--- src/dbsu_pkg.sv ---
// constants of the debug breakpoint and stall unit
package dbsu_pkg;

  // ----------------------------------------------------------------------
  // register indices (byte address is four times the index)
  // ----------------------------------------------------------------------
  localparam logic [15:0] BK1E_IDX   = 16'h7F90;
  localparam logic [15:0] BK1H_IDX   = 16'h7F91;
  localparam logic [15:0] BK1L_IDX   = 16'h7F92;
  localparam logic [15:0] BK2E_IDX   = 16'h7F93;
  localparam logic [15:0] BK2H_IDX   = 16'h7F94;
  localparam logic [15:0] BREAKPOINT_TWO_LOW_BYTE_IDX   = 16'h7F95;
  localparam logic [15:0] CTRL1_IDX  = 16'h7F96;
  localparam logic [15:0] CTRL2_IDX  = 16'h7F97;
  localparam logic [15:0] FLAG_IDX   = 16'h7F98;
  localparam logic [15:0] STALLC_IDX = 16'h7F99;

  // ----------------------------------------------------------------------
  // widths and reset values
  // ----------------------------------------------------------------------
  localparam int          ADDR_W     = 24;
  localparam logic [7:0]  BK_RST     = 8'hFF;
  localparam logic [7:0]  CTRL_RST   = 8'h00;

  // ----------------------------------------------------------------------
  // debug_control_one fields
  // ----------------------------------------------------------------------
  localparam int          WATCHDOG_FREEZE_ON_STALL_BIT = 7;
  localparam int          CODE_HI    = 5;
  localparam int          CODE_LO    = 3;
  localparam int          BIR_BIT    = 2;
  localparam int          BIW_BIT    = 1;
  localparam logic [7:0]  CTRL1_MASK = 8'hBE;

  // ----------------------------------------------------------------------
  // debug_flag_status and debug_stall_control fields
  // ----------------------------------------------------------------------
  localparam int          DIR_BIT    = 0;
  localparam int          MF1_BIT    = 1;
  localparam int          MF2_BIT    = 2;
  localparam int          SWF_BIT    = 3;
  localparam int          STEPF_BIT  = 4;
  localparam logic [7:0]  FLAG_MASK  = 8'h1F;
  localparam int          STALL_BIT  = 0;
  localparam int          FLUSH_BIT  = 1;
  localparam int          SOFT_BREAK_ENABLE_BIT = 2;
  localparam int          STEP_BIT   = 3;
  localparam logic [7:0]  STALLC_MASK = 8'h0D;

  // ----------------------------------------------------------------------
  // breakpoint_condition_code values and opcodes
  // ----------------------------------------------------------------------
  localparam logic [2:0]  BC_VALUE   = 3'h0;
  localparam logic [2:0]  BC_RANGE   = 3'h1;
  localparam logic [2:0]  BC_OUTSIDE = 3'h2;
  localparam logic [2:0]  BC_OFF_A   = 3'h3;
  localparam logic [2:0]  BC_PAIR    = 3'h4;
  localparam logic [2:0]  BC_FETCH1  = 3'h5;
  localparam logic [2:0]  BC_OFF_B   = 3'h6;
  localparam logic [2:0]  BC_STACK   = 3'h7;
  localparam logic [7:0]  SOFT_BREAK_OPCODE = 8'h8B;

endpackage

--- src/dbsu_match_if.sv ---
// configuration and hit lines between the unit and its comparator
`timescale 1ns/1ns
interface dbsu_match_if;
  import dbsu_pkg::*;
  logic [ADDR_W-1:0] bk1;
  logic [ADDR_W-1:0] bk2;
  logic [2:0]        code;
  logic              rd_en;
  logic              wr_en;
  logic              fetch_valid;
  logic [ADDR_W-1:0] fetch_addr;
  logic              data_valid;
  logic              data_write;
  logic              data_stack;
  logic [ADDR_W-1:0] data_addr;
  logic [7:0]        data_byte;
  logic              fetch_hit1;
  logic              fetch_hit2;
  logic              data_hit1;
  logic              data_hit2;

  modport ctrl (output bk1, bk2, code, rd_en, wr_en, fetch_valid,
                fetch_addr, data_valid, data_write, data_stack, data_addr,
                data_byte,
                input  fetch_hit1, fetch_hit2, data_hit1, data_hit2);
  modport matcher (input bk1, bk2, code, rd_en, wr_en, fetch_valid,
                   fetch_addr, data_valid, data_write, data_stack,
                   data_addr, data_byte,
                   output fetch_hit1, fetch_hit2, data_hit1, data_hit2);
endinterface

--- src/dbsu_match.sv ---
// breakpoint comparator: decodes the condition code against bus activity
`timescale 1ns/1ns
module dbsu_match
  import dbsu_pkg::*;
(
  dbsu_match_if.matcher m
);

  // ----------------------------------------------------------------------
  // helpers
  // ----------------------------------------------------------------------
  function automatic logic in_range(input logic [ADDR_W-1:0] a,
                                    input logic [ADDR_W-1:0] lo,
                                    input logic [ADDR_W-1:0] hi);
    in_range = (a >= lo) && (a <= hi);
  endfunction

  function automatic logic outside(input logic [ADDR_W-1:0] a,
                                   input logic [ADDR_W-1:0] lo,
                                   input logic [ADDR_W-1:0] hi);
    outside = (a <= lo) || (a >= hi);
  endfunction

  // ----------------------------------------------------------------------
  // decode
  // ----------------------------------------------------------------------
  always_comb begin
    logic any_en;
    logic dok;
    logic fsel;
    logic dsel;
    logic deq1;
    logic deq2;
    logic feq1;
    logic feq2;
    any_en = m.rd_en | m.wr_en;
    dok    = m.data_valid & (m.data_write ? m.wr_en : m.rd_en);
    fsel   = m.fetch_valid & ~any_en;
    dsel   = dok & any_en;
    deq1   = m.data_addr == m.bk1;
    deq2   = m.data_addr == m.bk2;
    feq1   = m.fetch_addr == m.bk1;
    feq2   = m.fetch_addr == m.bk2;
    m.fetch_hit1 = 1'b0;
    m.fetch_hit2 = 1'b0;
    m.data_hit1  = 1'b0;
    m.data_hit2  = 1'b0;
    unique case (m.code)
      BC_VALUE: begin
        m.data_hit1 = dsel & deq1 & (m.data_byte == m.bk2[7:0]);
      end
      BC_RANGE: begin
        m.fetch_hit1 = fsel & in_range(m.fetch_addr, m.bk1, m.bk2);
        m.data_hit1  = dsel & in_range(m.data_addr, m.bk1, m.bk2);
      end
      BC_OUTSIDE: begin
        m.fetch_hit1 = fsel & outside(m.fetch_addr, m.bk1, m.bk2);
        m.data_hit1  = dsel & outside(m.data_addr, m.bk1, m.bk2);
      end
      BC_PAIR: begin
        m.fetch_hit1 = fsel & feq1;
        m.fetch_hit2 = fsel & feq2;
        m.data_hit1  = dsel & deq1;
        m.data_hit2  = dsel & deq2;
      end
      BC_FETCH1: begin
        m.fetch_hit1 = m.fetch_valid & feq1;
        m.fetch_hit2 = fsel & feq2;
        m.data_hit2  = dsel & deq2;
      end
      BC_STACK: begin
        m.data_hit1  = m.data_valid & m.data_write & m.data_stack &
                       (m.data_addr <= m.bk1);
        m.fetch_hit2 = fsel & feq2;
        m.data_hit2  = dsel & deq2;
      end
      BC_OFF_A, BC_OFF_B: begin
        m.data_hit1 = 1'b0;
      end
    endcase
  end

endmodule

--- src/dbsu_top.sv ---
// debug breakpoint and stall unit: registers, break logic, stall control
`timescale 1ns/1ns

module dbsu_top
  import dbsu_pkg::*;
(
  input  wire logic              CLOCK_I,
  input  wire logic              RST_I,
  input  wire logic              PSEL_I,
  input  wire logic              PENABLE_I,
  input  wire logic              PWRITE_I,
  input  wire logic [31:0]       PADDR_I,
  input  wire logic [31:0]       PWDATA_I,
  output logic      [31:0]       PRDATA_O,
  output logic                   PREADY_O,
  output logic                   PSLVERR_O,
  input  wire logic              LINK_ACTIVE_I,
  input  wire logic              LINK_DEBUG_ENABLE_I,
  input  wire logic              DECODE_VALID_I,
  input  wire logic [ADDR_W-1:0] DECODE_ADDR_I,
  input  wire logic [7:0]        DECODE_OPCODE_I,
  input  wire logic              DATA_VALID_I,
  input  wire logic              DATA_WRITE_I,
  input  wire logic              DATA_STACK_I,
  input  wire logic [ADDR_W-1:0] DATA_ADDR_I,
  input  wire logic [7:0]        DATA_BYTE_I,
  input  wire logic              INSTR_END_I,
  input  wire logic              WINDOW_WATCHDOG_HW_OPT_I,
  input  wire logic              INDEPENDENT_WATCHDOG_HW_OPT_I,
  output logic                   STALL_O,
  output logic                   FLUSH_O,
  output logic                   WINDOW_WATCHDOG_FREEZE_O,
  output logic                   INDEPENDENT_WATCHDOG_FREEZE_O
);

  // ----------------------------------------------------------------------
  // helpers
  // ----------------------------------------------------------------------
  function automatic logic hit_idx(input logic [31:0] a,
                                   input logic [15:0] idx);
    hit_idx = a == 32'({idx, 2'b00});
  endfunction

  function automatic logic [7:0] merge(input logic [7:0] old_v,
                                       input logic [7:0] wr_v,
                                       input logic       we);
    merge = we ? wr_v : old_v;
  endfunction

  // ----------------------------------------------------------------------
  // state
  // ----------------------------------------------------------------------
  logic [ADDR_W-1:0] bk1_reg,    bk1_next;
  logic [ADDR_W-1:0] bk2_reg,    bk2_next;
  logic [7:0]        ctrl1_reg,  ctrl1_next;
  logic [7:0]        ctrl2_reg,  ctrl2_next;
  logic [7:0]        flag_reg,   flag_next;
  logic [7:0]        stallc_reg, stallc_next;
  logic              pend_reg,   pend_next;
  logic              armed_reg,  armed_next;
  logic              boot_reg,   boot_next;
  logic              flush_reg,  flush_next;
  logic [31:0]       rdata_reg,  rdata_next;

  logic              link_ok;
  logic              wr_acc;
  logic              mapped;
  logic [7:0]        wbyte;
  logic              seq_mode;
  logic              soft_hit;
  logic              step_hit;
  logic              fh1;
  logic              fh2;
  logic              instr_hit;
  logic              boot_hit;
  logic              data_hit;
  logic              stall_set;
  logic              stall_wr;
  logic              freeze;

  dbsu_match_if mif ();

  dbsu_match u_match (
    .m (mif.matcher)
  );

  // ----------------------------------------------------------------------
  // comparator hookup
  // ----------------------------------------------------------------------
  assign mif.bk1         = bk1_reg;
  assign mif.bk2         = bk2_reg;
  assign mif.code        = ctrl1_reg[CODE_HI:CODE_LO];
  assign mif.rd_en       = ctrl1_reg[BIR_BIT];
  assign mif.wr_en       = ctrl1_reg[BIW_BIT];
  assign mif.fetch_valid = DECODE_VALID_I;
  assign mif.fetch_addr  = DECODE_ADDR_I;
  assign mif.data_valid  = DATA_VALID_I;
  assign mif.data_write  = DATA_WRITE_I;
  assign mif.data_stack  = DATA_STACK_I;
  assign mif.data_addr   = DATA_ADDR_I;
  assign mif.data_byte   = DATA_BYTE_I;

  // ----------------------------------------------------------------------
  // break and stall decisions
  // ----------------------------------------------------------------------
  // the link must be up and its debug enable set before any break or stall fires; the flush pulse is not gated
  assign link_ok   = LINK_ACTIVE_I & LINK_DEBUG_ENABLE_I;
  assign seq_mode  = (mif.code == BC_PAIR) & ~mif.rd_en & ~mif.wr_en;
  assign fh1       = mif.fetch_hit1 & ~seq_mode;
  assign fh2       = mif.fetch_hit2 & (~seq_mode | armed_reg);
  assign soft_hit  = DECODE_VALID_I & stallc_reg[SOFT_BREAK_ENABLE_BIT] &
                     (DECODE_OPCODE_I == SOFT_BREAK_OPCODE);
  assign step_hit  = DECODE_VALID_I & stallc_reg[STEP_BIT];
  assign instr_hit = link_ok & (fh1 | fh2 | soft_hit | step_hit);
  // one-shot data-read break at breakpoint one left armed by reset
  assign boot_hit  = boot_reg & DATA_VALID_I & ~DATA_WRITE_I &
                     (DATA_ADDR_I == bk1_reg);
  assign data_hit  = link_ok & (mif.data_hit1 | mif.data_hit2 | boot_hit);
  // data breaks wait for the end of the executing instruction
  assign stall_set = instr_hit |
                     (link_ok & (pend_reg | data_hit) & INSTR_END_I);
  assign STALL_O   = link_ok & (stallc_reg[STALL_BIT] | instr_hit);
  assign freeze    = ctrl1_reg[WATCHDOG_FREEZE_ON_STALL_BIT] & STALL_O;
  assign WINDOW_WATCHDOG_FREEZE_O = freeze & ~WINDOW_WATCHDOG_HW_OPT_I;
  assign INDEPENDENT_WATCHDOG_FREEZE_O = freeze & ~INDEPENDENT_WATCHDOG_HW_OPT_I;
  assign FLUSH_O   = flush_reg;

  // ----------------------------------------------------------------------
  // register port: zero wait states, read data staged in setup
  // ----------------------------------------------------------------------
  // this port is the debug link's on-the-fly access path, not the core bus
  assign wr_acc  = PSEL_I & PENABLE_I & PWRITE_I & mapped;
  assign wbyte   = PWDATA_I[7:0];
  assign mapped  = hit_idx(PADDR_I, BK1E_IDX) | hit_idx(PADDR_I, BK1H_IDX) |
                   hit_idx(PADDR_I, BK1L_IDX) | hit_idx(PADDR_I, BK2E_IDX) |
                   hit_idx(PADDR_I, BK2H_IDX) | hit_idx(PADDR_I, BREAKPOINT_TWO_LOW_BYTE_IDX) |
                   hit_idx(PADDR_I, CTRL1_IDX) |
                   hit_idx(PADDR_I, CTRL2_IDX) |
                   hit_idx(PADDR_I, FLAG_IDX) | hit_idx(PADDR_I, STALLC_IDX);
  assign stall_wr  = wr_acc & hit_idx(PADDR_I, STALLC_IDX);
  assign PREADY_O  = 1'b1;
  assign PSLVERR_O = PSEL_I & PENABLE_I & ~mapped;
  assign PRDATA_O  = rdata_reg;

  always_comb begin
    logic [7:0] rb;
    rb = 8'h00;
    if (hit_idx(PADDR_I, BK1E_IDX)) begin
      rb = bk1_reg[23:16];
    end else if (hit_idx(PADDR_I, BK1H_IDX)) begin
      rb = bk1_reg[15:8];
    end else if (hit_idx(PADDR_I, BK1L_IDX)) begin
      rb = bk1_reg[7:0];
    end else if (hit_idx(PADDR_I, BK2E_IDX)) begin
      rb = bk2_reg[23:16];
    end else if (hit_idx(PADDR_I, BK2H_IDX)) begin
      rb = bk2_reg[15:8];
    end else if (hit_idx(PADDR_I, BREAKPOINT_TWO_LOW_BYTE_IDX)) begin
      rb = bk2_reg[7:0];
    end else if (hit_idx(PADDR_I, CTRL1_IDX)) begin
      rb = ctrl1_reg;
    end else if (hit_idx(PADDR_I, CTRL2_IDX)) begin
      rb = ctrl2_reg;
    end else if (hit_idx(PADDR_I, FLAG_IDX)) begin
      rb = flag_reg;
    end else if (hit_idx(PADDR_I, STALLC_IDX)) begin
      rb = stallc_reg;
    end
    rdata_next = rdata_reg;
    if (PSEL_I & ~PENABLE_I & ~PWRITE_I) begin
      rdata_next = 32'(rb);
    end
  end

  // ----------------------------------------------------------------------
  // next state
  // ----------------------------------------------------------------------
  always_comb begin
    bk1_next[23:16] = merge(bk1_reg[23:16], wbyte,
                            wr_acc & hit_idx(PADDR_I, BK1E_IDX));
    bk1_next[15:8]  = merge(bk1_reg[15:8], wbyte,
                            wr_acc & hit_idx(PADDR_I, BK1H_IDX));
    bk1_next[7:0]   = merge(bk1_reg[7:0], wbyte,
                            wr_acc & hit_idx(PADDR_I, BK1L_IDX));
    bk2_next[23:16] = merge(bk2_reg[23:16], wbyte,
                            wr_acc & hit_idx(PADDR_I, BK2E_IDX));
    bk2_next[15:8]  = merge(bk2_reg[15:8], wbyte,
                            wr_acc & hit_idx(PADDR_I, BK2H_IDX));
    bk2_next[7:0]   = merge(bk2_reg[7:0], wbyte,
                            wr_acc & hit_idx(PADDR_I, BREAKPOINT_TWO_LOW_BYTE_IDX));
    ctrl1_next = merge(ctrl1_reg, wbyte & CTRL1_MASK,
                       wr_acc & hit_idx(PADDR_I, CTRL1_IDX));
    ctrl2_next = merge(ctrl2_reg, wbyte,
                       wr_acc & hit_idx(PADDR_I, CTRL2_IDX));
    boot_next  = boot_reg & ~boot_hit & ~link_ok;
    if (wr_acc & hit_idx(PADDR_I, CTRL1_IDX)) begin
      boot_next = 1'b0;
    end
    if (boot_reg & ~link_ok) begin
      boot_next = 1'b1;
    end
    if (boot_reg & link_ok & ~boot_hit &
        ~(wr_acc & hit_idx(PADDR_I, CTRL1_IDX))) begin
      boot_next = 1'b1;
    end
    // hardware sets win over a host write in the same cycle
    flag_next = merge(flag_reg, wbyte & FLAG_MASK,
                      wr_acc & hit_idx(PADDR_I, FLAG_IDX));
    if (instr_hit) begin
      flag_next[MF1_BIT]   = flag_next[MF1_BIT] | fh1;
      flag_next[MF2_BIT]   = flag_next[MF2_BIT] | fh2;
      flag_next[SWF_BIT]   = flag_next[SWF_BIT] | soft_hit;
      flag_next[STEPF_BIT] = flag_next[STEPF_BIT] | step_hit;
    end
    if (data_hit) begin
      flag_next[MF1_BIT] = flag_next[MF1_BIT] | mif.data_hit1 | boot_hit;
      flag_next[MF2_BIT] = flag_next[MF2_BIT] | mif.data_hit2;
      flag_next[DIR_BIT] = ~DATA_WRITE_I;
    end
    stallc_next = merge(stallc_reg, wbyte & STALLC_MASK, stall_wr);
    stallc_next[STALL_BIT] = stallc_next[STALL_BIT] | stall_set;
    flush_next = stall_wr & wbyte[FLUSH_BIT];
    pend_next  = link_ok & (pend_reg | data_hit) & ~INSTR_END_I;
    armed_next = armed_reg;
    if (~seq_mode | (link_ok & fh2)) begin
      armed_next = 1'b0;
    end else if (link_ok & mif.fetch_hit1) begin
      armed_next = 1'b1;
    end
  end

  // ----------------------------------------------------------------------
  // registers
  // ----------------------------------------------------------------------
  always_ff @(posedge CLOCK_I) begin
    if (RST_I) begin
      bk1_reg    <= {BK_RST, BK_RST, BK_RST};
      bk2_reg    <= {BK_RST, BK_RST, BK_RST};
      ctrl1_reg  <= CTRL_RST;
      ctrl2_reg  <= CTRL_RST;
      flag_reg   <= CTRL_RST;
      stallc_reg <= CTRL_RST;
      pend_reg   <= 1'b0;
      armed_reg  <= 1'b0;
      boot_reg   <= 1'b1;
      flush_reg  <= 1'b0;
      rdata_reg  <= 32'h00000000;
    end else begin
      bk1_reg    <= bk1_next;
      bk2_reg    <= bk2_next;
      ctrl1_reg  <= ctrl1_next;
      ctrl2_reg  <= ctrl2_next;
      flag_reg   <= flag_next;
      stallc_reg <= stallc_next;
      pend_reg   <= pend_next;
      armed_reg  <= armed_next;
      boot_reg   <= boot_next;
      flush_reg  <= flush_next;
      rdata_reg  <= rdata_next;
    end
  end
endmodule

--- config.mk ---
export PLATFORM = sky130hd
export DESIGN_NAME = dbsu_top
export DESIGN_NICKNAME = d
export VERILOG_FILES = /design/src/dbsu_pkg.sv /design/src/dbsu_match_if.sv /design/src/dbsu_match.sv /design/src/dbsu_top.sv
export SDC_FILE = /design/constraint.sdc
export NUM_CORES = 1
export LEC_CHECK = 0
export BUFFER_PORTS_ARGS = -buffer_cell sky130_fd_sc_hd__buf_4
export CORE_UTILIZATION = 58
export CTS_BUF_LIST = sky130_fd_sc_hd__clkbuf_8 sky130_fd_sc_hd__clkbuf_16
export CTS_CLUSTER_SIZE = 25
export DETAILED_ROUTE_END_ITERATION = 7
export PLACE_DENSITY_LB_ADDON = 0.1
export RECOVER_POWER = 100
export SYNTH_ARGS = -nofsm -noshare
export SYNTH_HDL_FRONTEND = slang
export SYNTH_SLANG_ARGS = --single-unit
--- constraint.sdc ---
create_clock -name CLOCK_I -period 5.2 [get_ports CLOCK_I]
set_clock_uncertainty 0.15 [all_clocks]
set_input_delay 0 -clock CLOCK_I [delete_from_list [all_inputs] [get_ports CLOCK_I]]
set_output_delay 0 -clock CLOCK_I [all_outputs]
set_load 0.01 [all_outputs]
==> flow_summary.ini <==
[status]
outcome = finished, violations left
violations = max-capacitance violations, max-slew violations

[yosys]
ys_ff_latch = 82
ys_warn_count = 0
syn_area_um2 = 6460
ys.flop_type = dfxtp_1
ys_seq_area_frac = 0.254
synth_common_cells = nand2_1, ha_1, a21oi_1
synthMostInstantiatedCell = nand2_1
yosysTopAreaCell = dfxtp_1
syn-mean-instance-area_um2 = 7.86
syn-instance-count = 821
synth_edf_count = 0
yosysUniqueCellTypes = 65
synthTopCellsByArea = dfxtp_1, ha_1, a21oi_1, nand2_1, o211ai_1
async_reset_ff_frac = 0
netlist.area_leader.share = 0.254

[sta]
fmax_mhz = 230
post-route-min-period_ns = 4.36
hold_viol = 0
timing.final.ws_setup_ns = 0.843
setup_violations = 0
slew_viol_final = 19
min_period_over_period = 0.838
tns_ns = 0
slew_headroom = -0.201
rsz0062_at_grt = no
worstMarginPinSlew_ns = 1.76

[worst_setup_path]
end_kind = register
crit_cells = 11
cp_slowest_cell = a2111oi_0
timing.critical_path.buf_inv = 2
path_max_fanout = 4
reg2regPathDepth = 11
critical_path_arrival_ns = 4.51
crit_chain = inv_1 > ha_1 > a21o_1 > nand3_1 > a21oi_1 > a2111oi_0 > o211ai_1 > a32oi_1 > nor3_1 > nor4_2 > dlygate4sd3_1
crit_type = register to register
cp_top_family = compound AO/OA/AOI/OAI gates
critPathMaxStageDelay_ns = 1.44
startpoint_type = register
cp.required_ns = 5.35

[power_and_ir_drop]
power.density_nw_per_um2 = 167
switching_share = 0.268
combPwrFrac = 0.159
p_leak_uw = 0.00381
power_switching_uw = 344
power.share.clock = 0.351
intPower_uw = 941
p_seq_frac = 0.490
max-vdd-ir-drop_uv = 182

[drt]
route.vias.total = 6849
ant_nets = 0
drt-total-wl_mm = 22.3
detail_route.first_pass.iterations = 6
drt_iter0_drc = 645
drcViolationCount = 0
post_drt_wl_per_cell_um = 20.5
vias_per_cell = 6.30

[global_route]
antenna_found_initial = 0
grt_max_degree = 54
grt.overflow.total = 0
grt_pass1_wl_mm = 33.7
grt_pass1_vias = 6421
gr-usage-all-layers = 0.387

[placement]
placed_area_um2 = 7370
dpl.hpwl_mm = 17.1
portBuffers = 130
place_inst = 1052
place_congestion = 0.938
place_ws_ns = 1.82

[finish]
post-route-util = 0.710
drive_above_1_share = 0.150
area_growth_pct = 19.1
layout.nets = 1182
final_cells = 1088
final_area_um2 = 7690
n_antenna_cell = 0

[cts]
clock_latency_ns = 0.36
post-cts-setup-buffers = 0
path_clk_slew_ns = 0.08
clock-sinks = 82
cts_buffer_depth = 2
cts_tree = done
cts_buffers = 9
clockRootBuffer = clkbuf_8
htree_levels = 3

[floorplan]
rows = 38
dieHeight_um = 108
die-area_um2 = 11600
core_region_area_um2 = 10800
fp.dieW_um = 108
initial_core_util = 0.596
io_pins = 180

[job]
maxCapViolCount = 2

[worst_hold_path]
hp-class = primary input to register
min_path_cells = 5
==> placed cells by master (no fill, tap or decap), drive strengths merged, types with 4 or more instances in the layout <==
| cell type | instances |
|---|---|
| a211oi | 4 |
| a21o | 14 |
| a21oi | 84 |
| a221oi | 7 |
| a22oi | 6 |
| a31oi | 5 |
| and2 | 4 |
| and3 | 10 |
| buf | 118 |
| clkbuf | 24 |
| conb | 25 |
| dfxtp | 82 |
| dlygate4sd3 | 21 |
| ha | 96 |
| inv | 62 |
| mux2i | 19 |
| nand2 | 107 |
| nand3 | 30 |
| nand4 | 26 |
| nor2 | 37 |
| nor2b | 7 |
| nor3 | 16 |
| nor3b | 4 |
| nor4 | 10 |
| o211ai | 45 |
| o21ai | 19 |
| o22ai | 7 |
| or4 | 5 |
| xor2 | 8 |
==> cell type report <==
| cell class | instances | area [um2] |
|---|---|---|
| inverter | 61 | 229 |
| clock inverter | 6 | 60.1 |
| multi-input combinational | 636 | 4310 |
| sequential | 82 | 1640 |
| fill | 912 | 3150 |
| clock buffer | 9 | 124 |
| timing repair buffer | 154 | 1160 |
| tap | 140 | 175 |
==> power groups by stage <==
stage,registers (uW),logic (uW),clock network [uW]
floorplan,645,93.1,0
global placement,644,181,0
detailed placement,644,189,0
CTS,629,200,449
global route,630,219,483
finish,629,204,451
==> tightest hold or removal path: cells and delay by family <==
family	cells	cell delay, ns
buffers and inverters	1	0.08
AOI/OAI and AO/OA	1	0.05
and+or+nand+nor	3	0.36
==> cells by family (layout without fill, tap and decap cells) <==
family          count (synthesis)  after routing  share of synthesized area
xor+xnor                        8              8                     0.0109
simple gates                  266            266                      0.201
other cells                     2             25                    0.00116
flops                          82             82                      0.254
buf+inv                       126            230                     0.0888
fa+ha+maj                      96             96                      0.186
compound gates                219            219                      0.224
mux                            22             22                     0.0347
==> through the flow <==
step	total power, uW	hold WS (ns)
2_1_floorplan	738	-0.0997
3_3_place_gp	825	0.0273
3_5_place_dp	834	0.0306
4_1_cts	1280	0.00961
5_1_grt	1330	0.0556
6_report	1280	0.0201
==> repair_timing <==
action                                 4_1_cts  5_1_grt
gates resized for setup                      0        0
endpoints found under the hold margin       79        0
hold buffers                                21        0
==> metal layers <==
| metal | track usage | vias to the layer above | part of all wire |
|---|---|---|---|
| met1 | 0.487 | 3137 | 0.39 |
| li1 | - | 3211 | - |
| met2 | 0.629 | 418 | 0.46 |
| met4 | 0.186 | 0 | 0.044 |
| met3 | 0.0799 | 83 | 0.11 |
| met5 | 0 | - | 0 |
==> path summary, 6_finish.rpt <==
| check | startpoint | end | slack, ns |
|---|---|---|---|
| worst max-delay path | bk1_reg[17] | pend_reg | 0.84 |
| worst max register to register | bk1_reg[17] | pend_reg | 0.84 |
| worst min-delay path | PWRITE_I | PRDATA_O[5] | 0.02 |
| worst min register to register | PRDATA_O[0] | PRDATA_O[0] | 0.31 |
Note: power is estimated with default switching activity, not from simulation.
